`src/xfer_exchange_regs.vh`:
```
// Constants of the register transfer and exchange group
// Assumes opcodes arrive as full 16-bit words, page byte first
// Overview of operation
// - Opcode 276c, two cycles: copy X pair into Z pair, X untouched.
// - Opcode 274d, two cycles: copy Y pair into X pair.
// - Opcode 276d, two cycles: copy Y pair into Z pair.
// - Opcode 274e, two cycles: copy Z pair into X pair.
// - Opcode 275e, two cycles: copy Z pair into Y pair.
// - Opcode 37ad, two cycles: Y bank into B low nibble, B high nibble zero.
// - Opcode 37ae, two cycles: Z bank into B low nibble, B high nibble zero.
// - Opcode 375e, two cycles: stack pair gets Y pair minus two.
// - Opcode 376e, two cycles: stack pair gets Z pair minus two.
// - Opcode 27f3 takes eight cycles, then halts until interrupt; flags untouched.
// - Opcode 37dc, two cycles: swap accumulator D with index Y.
// - Opcode 37ec, two cycles: swap accumulator D with index Z.
// - Opcode 374c, two cycles: swap accumulator E with index X.
// - Opcode 375c, two cycles: swap accumulator E with index Y.
// - Opcode 376c, two cycles: swap accumulator E with index Z.
// - Result update writes condition bits 15 to 4, program bank kept.
// - Stack restore replaces all sixteen condition code bits.
// - Bank restore replaces only the program bank field.
// - Each index and stack word pairs with a 4-bit bank as 20 bits.
`ifndef XFER_EXCHANGE_REGS_VH
`define XFER_EXCHANGE_REGS_VH
`define COPY_XPAIR_TO_ZPAIR   16'h276c
`define COPY_YPAIR_TO_XPAIR   16'h274d
`define COPY_YPAIR_TO_ZPAIR   16'h276d
`define COPY_ZPAIR_TO_XPAIR   16'h274e
`define COPY_ZPAIR_TO_YPAIR   16'h275e
`define COPY_YBANK_TO_ACCB    16'h37ad
`define COPY_ZBANK_TO_ACCB    16'h37ae
`define LOAD_STACK_FROM_YPAIR 16'h375e
`define LOAD_STACK_FROM_ZPAIR 16'h376e
`define WAIT_FOR_IRQ_OP       16'h27f3
`define SWAP_ACCD_YINDEX      16'h37dc
`define SWAP_ACCD_ZINDEX      16'h37ec
`define SWAP_ACCE_XINDEX      16'h374c
`define SWAP_ACCE_YINDEX      16'h375c
`define SWAP_ACCE_ZINDEX      16'h376c
`define CYC_XFER              4'h2
`define CYC_WAIT              4'h8
`define STACK_ADJ             20'h00002
`define BANK_MSB              3
`define COND_MSB              15
`define CONDM_NONE            2'h0
`define CONDM_RESULT          2'h1
`define CONDM_FULL            2'h2
`define CONDM_BANK            2'h3
`define LOAD_ACCD             4'h0
`define LOAD_ACCE             4'h1
`define LOAD_XPAIR            4'h2
`define LOAD_YPAIR            4'h3
`define LOAD_ZPAIR            4'h4
`define LOAD_STACK            4'h5
`define RESET_WORD            16'h0000
`define RESET_BANK            4'h0
`endif

```
`src/sync_2ff.v`:
```
// Two flip-flop synchroniser with asynchronous clear
// Assumes the clear is active low and the input may be asynchronous
`timescale 1ns/100ps
module sync_2ff (
    // Clock and clear
    input  wire clk,
    input  wire clrN,
    // Data
    input  wire d,
    output reg  q
);
    reg meta;

    always @(posedge clk or negedge clrN) begin
        if (!clrN) begin
            meta <= 1'b0;
            q    <= 1'b0;
        end else begin
            meta <= d;
            q    <= meta;
        end
    end
endmodule // sync_2ff

```
`src/addr_pair.v`:
```
// One 16-bit address word paired with its 4-bit bank field
// Assumes load strobes come from logic on the same clock
`timescale 1ns/100ps
`include "xfer_exchange_regs.vh"
module addr_pair #(
    parameter WW = 16,
    parameter BW = 4
) (
    // Clock and reset
    input  wire               clk,
    input  wire               rstN,
    // Load controls
    input  wire               ldPair,
    input  wire               ldWord,
    input  wire [WW+BW-1:0]   ldVal,
    // Stored state
    output reg  [BW-1:0]      bank,
    output reg  [WW-1:0]      word
);
    always @(posedge clk or negedge rstN) begin
        if (!rstN) begin
            bank <= `RESET_BANK;
            word <= `RESET_WORD;
        end else if (ldPair) begin
            bank <= ldVal[WW+BW-1:WW];
            word <= ldVal[WW-1:0];
        end else if (ldWord) begin
            word <= ldVal[WW-1:0];
        end
    end
endmodule // addr_pair

```
`src/register_transfer_exchange_ops.v`:
```
// Decode and execution of the pair transfer, bank copy, stack load,
// exchange and wait-for-interrupt group, with condition code update.
// Assumes one opcode per issue handshake and a level interrupt request.
`timescale 1ns/100ps
`include "xfer_exchange_regs.vh"
module register_transfer_exchange_ops #(
    parameter CW = 4
) (
    // Clock and reset
    input  wire        clk,
    input  wire        nrst,
    // Instruction issue
    input  wire        opValid,
    input  wire [15:0] opcode,
    output reg         opReady,
    output reg         opDone,
    output reg         illegalOp,
    // Wait and wake
    input  wire        irqRequest,
    output reg         waiting,
    output reg         woken,
    // Register load from the core
    input  wire        loadEn,
    input  wire [3:0]  loadSel,
    input  wire [19:0] loadData,
    // Condition code update
    input  wire        condWrEn,
    input  wire [1:0]  condMode,
    input  wire [15:0] condData,
    // Accumulators and condition codes
    output reg  [15:0] accD,
    output reg  [15:0] accE,
    output reg  [15:0] condCode,
    // Index and stack pairs
    output wire [3:0]  xBank,
    output wire [15:0] indexX,
    output wire [3:0]  yBank,
    output wire [15:0] indexY,
    output wire [3:0]  zBank,
    output wire [15:0] indexZ,
    output wire [3:0]  stackBank,
    output wire [15:0] stackPointer
);
    localparam ST_IDLE = 2'h0;
    localparam ST_EXEC = 2'h1;
    localparam ST_WAIT = 2'h2;
    wire          rstN;
    wire          irqSync;
    reg  [1:0]    state;
    reg  [15:0]   cmd;
    reg           cmdKnown;
    reg  [CW-1:0] count;
    reg           decKnown;
    reg  [CW-1:0] decCycles;
    wire          accept;
    wire          commit;
    reg  [15:0]   next_accD;
    reg  [15:0]   next_accE;
    reg           xLdPair;
    reg           xLdWord;
    reg  [19:0]   xVal;
    reg           yLdPair;
    reg           yLdWord;
    reg  [19:0]   yVal;
    reg           zLdPair;
    reg           zLdWord;
    reg  [19:0]   zVal;
    reg           sLdPair;
    reg  [19:0]   sVal;
    wire [19:0]   xPair;
    wire [19:0]   yPair;
    wire [19:0]   zPair;
    wire [19:0]   yLess;
    wire [19:0]   zLess;
    reg  [15:0]   next_condCode;

    // Reset release
    sync_2ff rstSync (
        .clk  (clk),
        .clrN (nrst),
        .d    (1'b1),
        .q    (rstN)
    );

    // Interrupt request
    sync_2ff irqSyncer (
        .clk  (clk),
        .clrN (rstN),
        .d    (irqRequest),
        .q    (irqSync)
    );

    assign xPair  = {xBank, indexX};
    assign yPair  = {yBank, indexY};
    assign zPair  = {zBank, indexZ};
    assign yLess  = yPair - `STACK_ADJ;
    assign zLess  = zPair - `STACK_ADJ;
    assign accept = opValid && opReady;
    assign commit = (state == ST_EXEC) && (count == {{(CW-1){1'b0}}, 1'b1});

    // Opcode decode
    always @* begin
        decKnown  = 1'b1;
        decCycles = `CYC_XFER;
        case (opcode)
            `COPY_XPAIR_TO_ZPAIR,
            `COPY_YPAIR_TO_XPAIR,
            `COPY_YPAIR_TO_ZPAIR,
            `COPY_ZPAIR_TO_XPAIR,
            `COPY_ZPAIR_TO_YPAIR,
            `COPY_YBANK_TO_ACCB,
            `COPY_ZBANK_TO_ACCB,
            `LOAD_STACK_FROM_YPAIR,
            `LOAD_STACK_FROM_ZPAIR,
            `SWAP_ACCD_YINDEX,
            `SWAP_ACCD_ZINDEX,
            `SWAP_ACCE_XINDEX,
            `SWAP_ACCE_YINDEX,
            `SWAP_ACCE_ZINDEX: decCycles = `CYC_XFER;
            `WAIT_FOR_IRQ_OP: decCycles = `CYC_WAIT;
            default: decKnown = 1'b0;
        endcase
    end

    // Sequencer
    always @(posedge clk or negedge rstN) begin
        if (!rstN) begin
            state     <= ST_IDLE;
            cmd       <= 16'h0000;
            cmdKnown  <= 1'b0;
            count     <= {CW{1'b0}};
            opReady   <= 1'b0;
            opDone    <= 1'b0;
            illegalOp <= 1'b0;
            waiting   <= 1'b0;
            woken     <= 1'b0;
        end else begin
            opDone    <= 1'b0;
            illegalOp <= 1'b0;
            woken     <= 1'b0;
            case (state)
                ST_IDLE: begin
                    opReady <= 1'b1;
                    if (accept) begin
                        cmd      <= opcode;
                        cmdKnown <= decKnown;
                        count    <= decCycles - {{(CW-1){1'b0}}, 1'b1};
                        opReady  <= 1'b0;
                        state    <= ST_EXEC;
                    end
                end
                ST_EXEC: begin
                    count <= count - {{(CW-1){1'b0}}, 1'b1};
                    if (commit) begin
                        if (cmd == `WAIT_FOR_IRQ_OP) begin
                            waiting <= 1'b1;
                            state   <= ST_WAIT;
                        end else begin
                            opDone    <= 1'b1;
                            illegalOp <= !cmdKnown;
                            opReady   <= 1'b1;
                            state     <= ST_IDLE;
                        end
                    end
                end
                ST_WAIT: begin
                    if (irqSync) begin
                        waiting <= 1'b0;
                        woken   <= 1'b1;
                        opDone  <= 1'b1;
                        opReady <= 1'b1;
                        state   <= ST_IDLE;
                    end
                end
                default: state <= ST_IDLE;
            endcase
        end
    end

    // Execution datapath
    always @* begin
        next_accD = accD;
        next_accE = accE;
        xLdPair   = 1'b0;
        xLdWord   = 1'b0;
        xVal      = xPair;
        yLdPair   = 1'b0;
        yLdWord   = 1'b0;
        yVal      = yPair;
        zLdPair   = 1'b0;
        zLdWord   = 1'b0;
        zVal      = zPair;
        sLdPair   = 1'b0;
        sVal      = {stackBank, stackPointer};
        if (commit) begin
            case (cmd)
                `COPY_XPAIR_TO_ZPAIR: begin
                    zLdPair = 1'b1;
                    zVal    = xPair;
                end
                `COPY_YPAIR_TO_XPAIR: begin
                    xLdPair = 1'b1;
                    xVal    = yPair;
                end
                `COPY_YPAIR_TO_ZPAIR: begin
                    zLdPair = 1'b1;
                    zVal    = yPair;
                end
                `COPY_ZPAIR_TO_XPAIR: begin
                    xLdPair = 1'b1;
                    xVal    = zPair;
                end
                `COPY_ZPAIR_TO_YPAIR: begin
                    yLdPair = 1'b1;
                    yVal    = zPair;
                end
                `COPY_YBANK_TO_ACCB: next_accD = {accD[15:8], 4'h0, yBank};
                `COPY_ZBANK_TO_ACCB: next_accD = {accD[15:8], 4'h0, zBank};
                `LOAD_STACK_FROM_YPAIR: begin
                    sLdPair = 1'b1;
                    sVal    = yLess;
                end
                `LOAD_STACK_FROM_ZPAIR: begin
                    sLdPair = 1'b1;
                    sVal    = zLess;
                end
                `SWAP_ACCD_YINDEX: begin
                    next_accD = indexY;
                    yLdWord   = 1'b1;
                    yVal      = {yBank, accD};
                end
                `SWAP_ACCD_ZINDEX: begin
                    next_accD = indexZ;
                    zLdWord   = 1'b1;
                    zVal      = {zBank, accD};
                end
                `SWAP_ACCE_XINDEX: begin
                    next_accE = indexX;
                    xLdWord   = 1'b1;
                    xVal      = {xBank, accE};
                end
                `SWAP_ACCE_YINDEX: begin
                    next_accE = indexY;
                    yLdWord   = 1'b1;
                    yVal      = {yBank, accE};
                end
                `SWAP_ACCE_ZINDEX: begin
                    next_accE = indexZ;
                    zLdWord   = 1'b1;
                    zVal      = {zBank, accE};
                end
                default: next_accD = accD;
            endcase
        end else if (loadEn && opReady) begin
            case (loadSel)
                `LOAD_ACCD: next_accD = loadData[15:0];
                `LOAD_ACCE: next_accE = loadData[15:0];
                `LOAD_XPAIR: begin
                    xLdPair = 1'b1;
                    xVal    = loadData;
                end
                `LOAD_YPAIR: begin
                    yLdPair = 1'b1;
                    yVal    = loadData;
                end
                `LOAD_ZPAIR: begin
                    zLdPair = 1'b1;
                    zVal    = loadData;
                end
                `LOAD_STACK: begin
                    sLdPair = 1'b1;
                    sVal    = loadData;
                end
                default: next_accD = accD;
            endcase
        end
    end

    // Condition code update
    always @* begin
        next_condCode = condCode;
        if (condWrEn) begin
            case (condMode)
                `CONDM_RESULT: next_condCode = {condData[`COND_MSB:`BANK_MSB+1],
                                                condCode[`BANK_MSB:0]};
                `CONDM_FULL: next_condCode = condData;
                `CONDM_BANK: next_condCode = {condCode[`COND_MSB:`BANK_MSB+1],
                                              condData[`BANK_MSB:0]};
                default: next_condCode = condCode;
            endcase
        end
    end

    // Accumulators and condition codes
    always @(posedge clk or negedge rstN) begin
        if (!rstN) begin
            accD     <= `RESET_WORD;
            accE     <= `RESET_WORD;
            condCode <= `RESET_WORD;
        end else begin
            accD     <= next_accD;
            accE     <= next_accE;
            condCode <= next_condCode;
        end
    end

    // Index X pair
    addr_pair xPairReg (
        .clk    (clk),
        .rstN   (rstN),
        .ldPair (xLdPair),
        .ldWord (xLdWord),
        .ldVal  (xVal),
        .bank   (xBank),
        .word   (indexX)
    );
    // Index Y pair
    addr_pair yPairReg (
        .clk    (clk),
        .rstN   (rstN),
        .ldPair (yLdPair),
        .ldWord (yLdWord),
        .ldVal  (yVal),
        .bank   (yBank),
        .word   (indexY)
    );
    // Index Z pair
    addr_pair zPairReg (
        .clk    (clk),
        .rstN   (rstN),
        .ldPair (zLdPair),
        .ldWord (zLdWord),
        .ldVal  (zVal),
        .bank   (zBank),
        .word   (indexZ)
    );
    // Stack pair
    addr_pair sPairReg (
        .clk    (clk),
        .rstN   (rstN),
        .ldPair (sLdPair),
        .ldWord (1'b0),
        .ldVal  (sVal),
        .bank   (stackBank),
        .word   (stackPointer)
    );
endmodule // register_transfer_exchange_ops

```
`config.mk`:
```
export PLATFORM = sky130hd
export DESIGN_NAME = register_transfer_exchange_ops
export DESIGN_NICKNAME = d
export VERILOG_FILES = /design/src/sync_2ff.v /design/src/addr_pair.v /design/src/register_transfer_exchange_ops.v
export VERILOG_INCLUDE_DIRS = /design/src
export SDC_FILE = /design/constraint.sdc
export NUM_CORES = 1
export LEC_CHECK = 0
export BUFFER_PORTS_ARGS = -buffer_cell sky130_fd_sc_hd__buf_2
export CAP_MARGIN = 5
export CORE_MARGIN = 10
export CORE_UTILIZATION = 45
export DETAILED_ROUTE_END_ITERATION = 8
export MAX_ROUTING_LAYER = met4
export PLACE_DENSITY = 0.7
export SLEW_MARGIN = 0
export SYNTH_ARGS = -nofsm -noshare
export SYNTH_HDL_FRONTEND = slang
export SYNTH_SLANG_ARGS = --single-unit
```
`constraint.sdc`:
```
create_clock -name clk -period 4.4 [get_ports clk]
set_input_delay 0.44 -clock clk [delete_from_list [all_inputs] [get_ports clk]]
set_output_delay 0.44 -clock clk [all_outputs]
set_load 0.005 [all_outputs]
```
## After elaboration in Yosys (flattened, before gate mapping)

Cells that the tools add are included.

| storage, ports and cells | value |
|---|---|
| register bits after elaboration | 160 |
| bits of input ports | 64 |
| word-level logic and storage cells | 212 |

| cells by class | value |
|---|---|
| reductions and logical operators | 41 |
| equality and inequality tests | 60 |
| muxes and demuxes | 79 |
| bitwise operators | 2 |
| $add $sub $neg | 4 |

Operator list:

| operator | number |
|---|---|
| 16-bit by 14-bit == test with 1-bit output (second input constant) | 30 |
| 20-bit 2-to-1 mux | 12 |
| 16-bit 2-to-1 mux | 12 |
| 20-bit case mux with 3 select lines | 2 |
| 16-bit case mux with 3 select lines | 2 |
| 20-bit case mux with 4 select lines | 1 |
| 16-bit case mux with 4 select lines | 1 |
| 20-bit case mux with 2 select lines | 1 |
| 20-bit by 2-bit subtractor with 20-bit output (second input constant) | 2 |
| 1-bit 2-to-1 mux | 37 |
| 2-bit nonzero test | 14 |
| 2-bit inequality test (second input constant) | 10 |
| 3-bit AND reduction | 5 |
| 15-bit OR reduction | 1 |
| 3-bit by 1-bit inequality test with 1-bit output (second input constant) | 4 |
| 4-bit AND reduction | 3 |
| 6-bit AND reduction | 2 |
| 5-bit AND reduction | 2 |
| 2-bit OR reduction | 5 |
| 4-bit by 1-bit == test with 1-bit output (second input constant) | 2 |
| 4-bit by 2-bit == test with 1-bit output (second input constant) | 2 |
| 4-bit by 3-bit == test with 1-bit output (second input constant) | 2 |
| 2-bit 2-to-1 mux | 4 |
| 4-bit 2-to-1 mux | 2 |
| 17 further kinds | 28 |

## Longest topological paths before layout

| depth | value |
|---|---|
| depth in word-level cells | 6 |
| depth in mapped cells | 12 |
| gate-level depth less buffers | 10 |

## By module

Synthesis repeated with hierarchy kept, for this count alone.

| second synthesis, totals | value |
|---|---|
| cell total of the unflattened synthesis | 1,184 |
| area, all modules | 11,174.5 um^2 |

Modules (own cells, without submodules):

| module | cells an instance | area an instance (um^2) | sequential area each (um^2) | times used |
|---|---|---|---|---|
| register_transfer_exchange_ops | 1,012 | 7,931.4 | 1,901.8 | 1 |
| addr_pair | 42 | 785.8 | 500.5 | 4 |
| sync_2ff | 2 | 50.0 | 50.0 | 2 |

## Worst setup path after synthesis

No wires, ideal clock.

| timing path | value |
|---|---|
| path kind | reg2reg |
| start point | reg cmd[0] |
| end point | reg sPairReg.word[11] |
| data required time | 4,306 ps |
| clock period less this slack | 3,085 ps |
| buffers on the path | 2 |
| cell stages (with the launch flop) | 13 |
| slack | 1,315 ps |
| arrival time | 2,991 ps |
| cells stage by stage | dfrtp_1 > buf_2 > nand4b_1 > nor4_1 > buf_4 > mux2i_1 > ha_1 > nor3b_1 > nand2_1 > or3_1 > xnor2_1 > mux2i_1 > a221oi_2 |

| between the ends | value |
|---|---|
| cells in the longest elaborated chain, start to end | 5 |
| elaborated cells on any way between the ends | 9 |
| those cells by class | eq/ne: 3; mux: 4; reduce/logical: 2 |

RTL lines:

| element | line | source |
|---|---|---|
| start, declared | register_transfer_exchange_ops.v:50 | `reg [15:0] cmd;` |
| start signal, assigned | register_transfer_exchange_ops.v:145 | `cmd <= opcode;` |
| 16-bit by 14-bit == test with 1-bit output | register_transfer_exchange_ops.v:196 | `case (cmd)` |
| 2-bit OR reduction (no source line) | - |  |
| 1-bit 2-to-1 mux | register_transfer_exchange_ops.v:196 |  |
| 1-bit 2-to-1 mux | register_transfer_exchange_ops.v:195 | `if (commit) begin` |
| 4-bit AND reduction (no source line) | - |  |
| end signal, assigned | addr_pair.v:23 | `` word <= `RESET_WORD; `` |
| end signal, assigned | addr_pair.v:26 | `word <= ldVal[WW-1:0];` |
| end signal, assigned | addr_pair.v:28 | `word <= ldVal[WW-1:0];` |
| end, declared | addr_pair.v:18 | `output reg [WW-1:0] word` |

Several ways; a longest one is shown, not always the timed one.
A chain may end at the register's enable or synchronous reset.

## Final worst setup path

Ends and elaborated chain as after synthesis.

==> impl_metrics.tcl <==
set metrics [dict create \
    status "finished, final reports clean" \
    area_growth_synth_to_finish_pct 16.42 \
    worst_path_required_ns 4.74 \
    holdPathStages 1 \
    detail_route.wirelength_mm 37.09 \
    hold_class "in2reg" \
    criticalPathCategory "reg2reg" \
    syn_inst 1137 \
    global_route.overflow_total 0 \
    post-route-period-util_pct 80.21 \
    synth_cell_types 82 \
    worstMarginPinSlew_ns 1.131 \
    grt_start_max_net_pins 106 \
    number_of_drc_violations_after_detailed_routing 0 \
    cts_buffers 17 \
    crit_slowest_cell "nor4_2" \
    first_iter_violations 1265 \
    grt_first_pass_wirelength_mm 56.43 \
    synth_enable_flop_cells 0 \
    mostFrequentLayoutCells "buf_2, nand2_1, dfrtp_1" \
    gr-usage-all-layers_pct 25.67 \
    pwr_dens_nw_per_um2 659.7 \
    clk_pin_slew_worst_paths_ns 0.07 \
    gpl.final_weighted_congestion 0.9379 \
    setup_repair_after_global_routing_missed_its_margin "false" \
    timing.critical_path.cells "nand4b_1 > nor4_2 > mux2i_1 > ha_1 > nor3b_1 > nand2_1 > or3_1 > xnor2_1 > mux2i_1 > a221oi_2" \
    cts-htree-levels 4 \
    dr.pass1.iters 7 \
    synth-seq-area-share_pct 39.42 \
    finalHoldViolations 0 \
    floorplan.rows 54 \
    cellLeakagePower_nw 5.357 \
    syn_nets 1211 \
    cts.sink_count 160 \
    die_width_um 170.2 \
    postSynthRegisterBits 160 \
    cts.root.buffer_cell "clkbuf_16" \
    drtAntennaViolNets 0 \
    worst_case_reg_to_reg_path_depth 10 \
    max_clock_freq_ghz 0.2834 \
    clock_path_buffers 2 \
    fp.dieH_um 170.2 \
    ys_warn_count 0 \
    coreArea_um2 22030 \
    filler_cells_inserted 2022 \
    io_pins 197 \
    worstPathMaxFanout 10 \
    wire_per_inst_um 23.73 \
    start_util_pct 46.11 \
    portBuffers 196 \
    critPathCaptureType "flip-flop" \
    dpl_cell_area_um2 11200 \
    setup_viol_count_final 0 \
    half_perimeter_wire_length_after_placement_mm 25.58 \
    drive_gt1_share_pct 24.18 \
    synth.largest_area_cell "dfrtp_1" \
    synth.cell_area_um2 10160 \
    cts_resized 0 \
    ir_drop_v 0.0003522 \
    netlist.area_leader.share_pct 39.42 \
    cts_setup_buffers 0 \
    critical_path.startpoint_type "flip-flop" \
    clock_latency_at_the_later_pin_of_the_worst_skew_pair_ns 0.44 \
    cp_data_arrival_time_ns 3.87 \
    area_occupied_by_registers_um2 4008 \
    placed_cells_incl_taps 1529 \
    fin_cells 1563 \
    min_period_ns 3.529 \
    slowest_stage_delay_on_critical_path_ns 0.59 \
    total_power_w 0.007801 \
    antenna_found_initial 1 \
    first_global_vias 9418 \
    final_critical_path_setup_slack_ns 0.8708 \
    max-slew-margin-rel_pct 24.59 \
    timing.final.max_slew_violations 0 \
    layout.nets 1343 \
    dp_slack_ns 0.8869 \
    layout.cells.most_common "buf_2" \
    layout.cell_area.non_filler_um2 11830 \
    crit_path_frequent_cell "mux2i_1" \
    synth_async_sr_flop_share_pct 100.0 \
    maxCapViolations 0 \
    tritoncts_clock_tree "done" \
    synth.avg_cell_area_um2 8.933 \
    setup-tns-final_ns 0 \
    synth_top_flop_cell "dfrtp_1" \
    route.detailed.vias_per_inst 6.413 \
    die-area_um2 28980 \
    post_cts_hold_buffer_count 1 \
    clock-skew-final_ns 0.01435 \
    vias 10020 \
    area_taken_by_multi_input_logic_gates_um2 5580 \
    netlist_top_cells_area "dfrtp_1, nand2_1, o31ai_1" \
]
-- worst paths after layout --
path                                start           endpoint  slack, ns
setup reg to reg                   cmd[0]  sPairReg.word[11]       0.87
max in group asynchronous       rstSync.q   xPairReg.word[2]       2.94
min in group asynchronous            nrst          rstSync.q       0.32
hold reg to reg            irqSyncer.meta        irqSyncer.q       0.35
setup / recovery                   cmd[0]  sPairReg.word[11]       0.87
hold / removal                 irqRequest     irqSyncer.meta       0.11
-- critical path: cells and delay by family (launching register included) --
kind	cells	cell delay, ns
and+or+nand+nor	5	1.87
DFF	1	0.47
muxes	2	0.41
adders and majority gates	1	0.33
xor gates and xnor gates	1	0.15
AOI/OAI and AO/OA	1	0.21
-- layer usage --
metal | part of all wire, % | vias up | track usage, % | wire length, um
met5 | 0 | - | - | 0
met4 | 4.1 | 0 | 11.21 | 1517
met3 | 10 | 105 | 5.738 | 3728
met2 | 46 | 614 | 38.90 | 17100
met1 | 40 | 4829 | 32.35 | 14750
li1 | - | 4476 | - | -
-- power breakdown --
| part | switching, W | total, W | internal [W] |
|---|---|---|---|
| Combinational | 0.00161 | 0.00302 | 0.00141 |
| Clock | 0.000677 | 0.00155 | 0.000874 |
| Sequential | 0.00115 | 0.00323 | 0.00208 |
| Total | 0.00344 | 0.00780 | 0.00436 |
-- area by class of cell --
| type | instances | area share [%] |
|---|---|---|
| diodes | 1 | 0.02116 |
| clock buffers | 18 | 3.714 |
| clock inverters | 14 | 1.450 |
| inverters | 30 | 0.9523 |
| multi-input cells | 842 | 47.19 |
| flip-flops and latches | 160 | 33.89 |
| well taps | 280 | 2.963 |
| repair buffers | 218 | 9.819 |
-- state kept, by name, summed over array words and instances, names as in the netlist, 2 cells and up --
signal / cells
accD: 16
accE: 16
cmd: 16
condCode: 16
sPairReg.word: 16
xPairReg.word: 16
yPairReg.word: 16
zPairReg.word: 16
count: 4
sPairReg.bank: 4
xPairReg.bank: 4
yPairReg.bank: 4
zPairReg.bank: 4
state: 2
-- synth_stat cells (18+ instances only) --
| cell type | number |
|---|---|
| xor2_1 | 21 |
| inv_1 | 30 |
| nand2_1 | 183 |
| o21ai_1 | 21 |
| dfrtp_1 | 160 |
| nor3_1 | 19 |
| nor2_1 | 62 |
| clkbuf_1 | 58 |
| a221oi_1 | 30 |
| a211oi_1 | 28 |
| a21oi_1 | 59 |
| nand3_1 | 25 |
| a22o_1 | 20 |
| buf_2 | 26 |
| and3_1 | 18 |
| o31ai_1 | 52 |
| mux2_2 | 20 |
| o21ai_0 | 38 |
| a31oi_1 | 21 |
-- per-stage QoR --
| stage | hold WS, ns | util (%) |
|---|---|---|
| global placement | 0.2262 | 50.86 |
| global route | 0.09345 | 53.69 |
| CTS | 0.09017 | 53.68 |
| finish | 0.1123 | 53.69 |
| floorplan | 0.1444 | - |
| detailed placement | 0.2276 | 50.86 |
-- logic make-up after synthesis --
group / count (synthesis) / synth area share (%)
simple gates: 404 / 21.43
xor+xnor: 35 / 3.092
flops: 160 / 39.42
fa+ha+maj: 11 / 1.330
other cells: 1 / 0.03692
buf+inv: 135 / 5.987
mux: 33 / 3.498
compound gates: 358 / 25.20
Note: power is estimated with default switching activity, not from simulation.
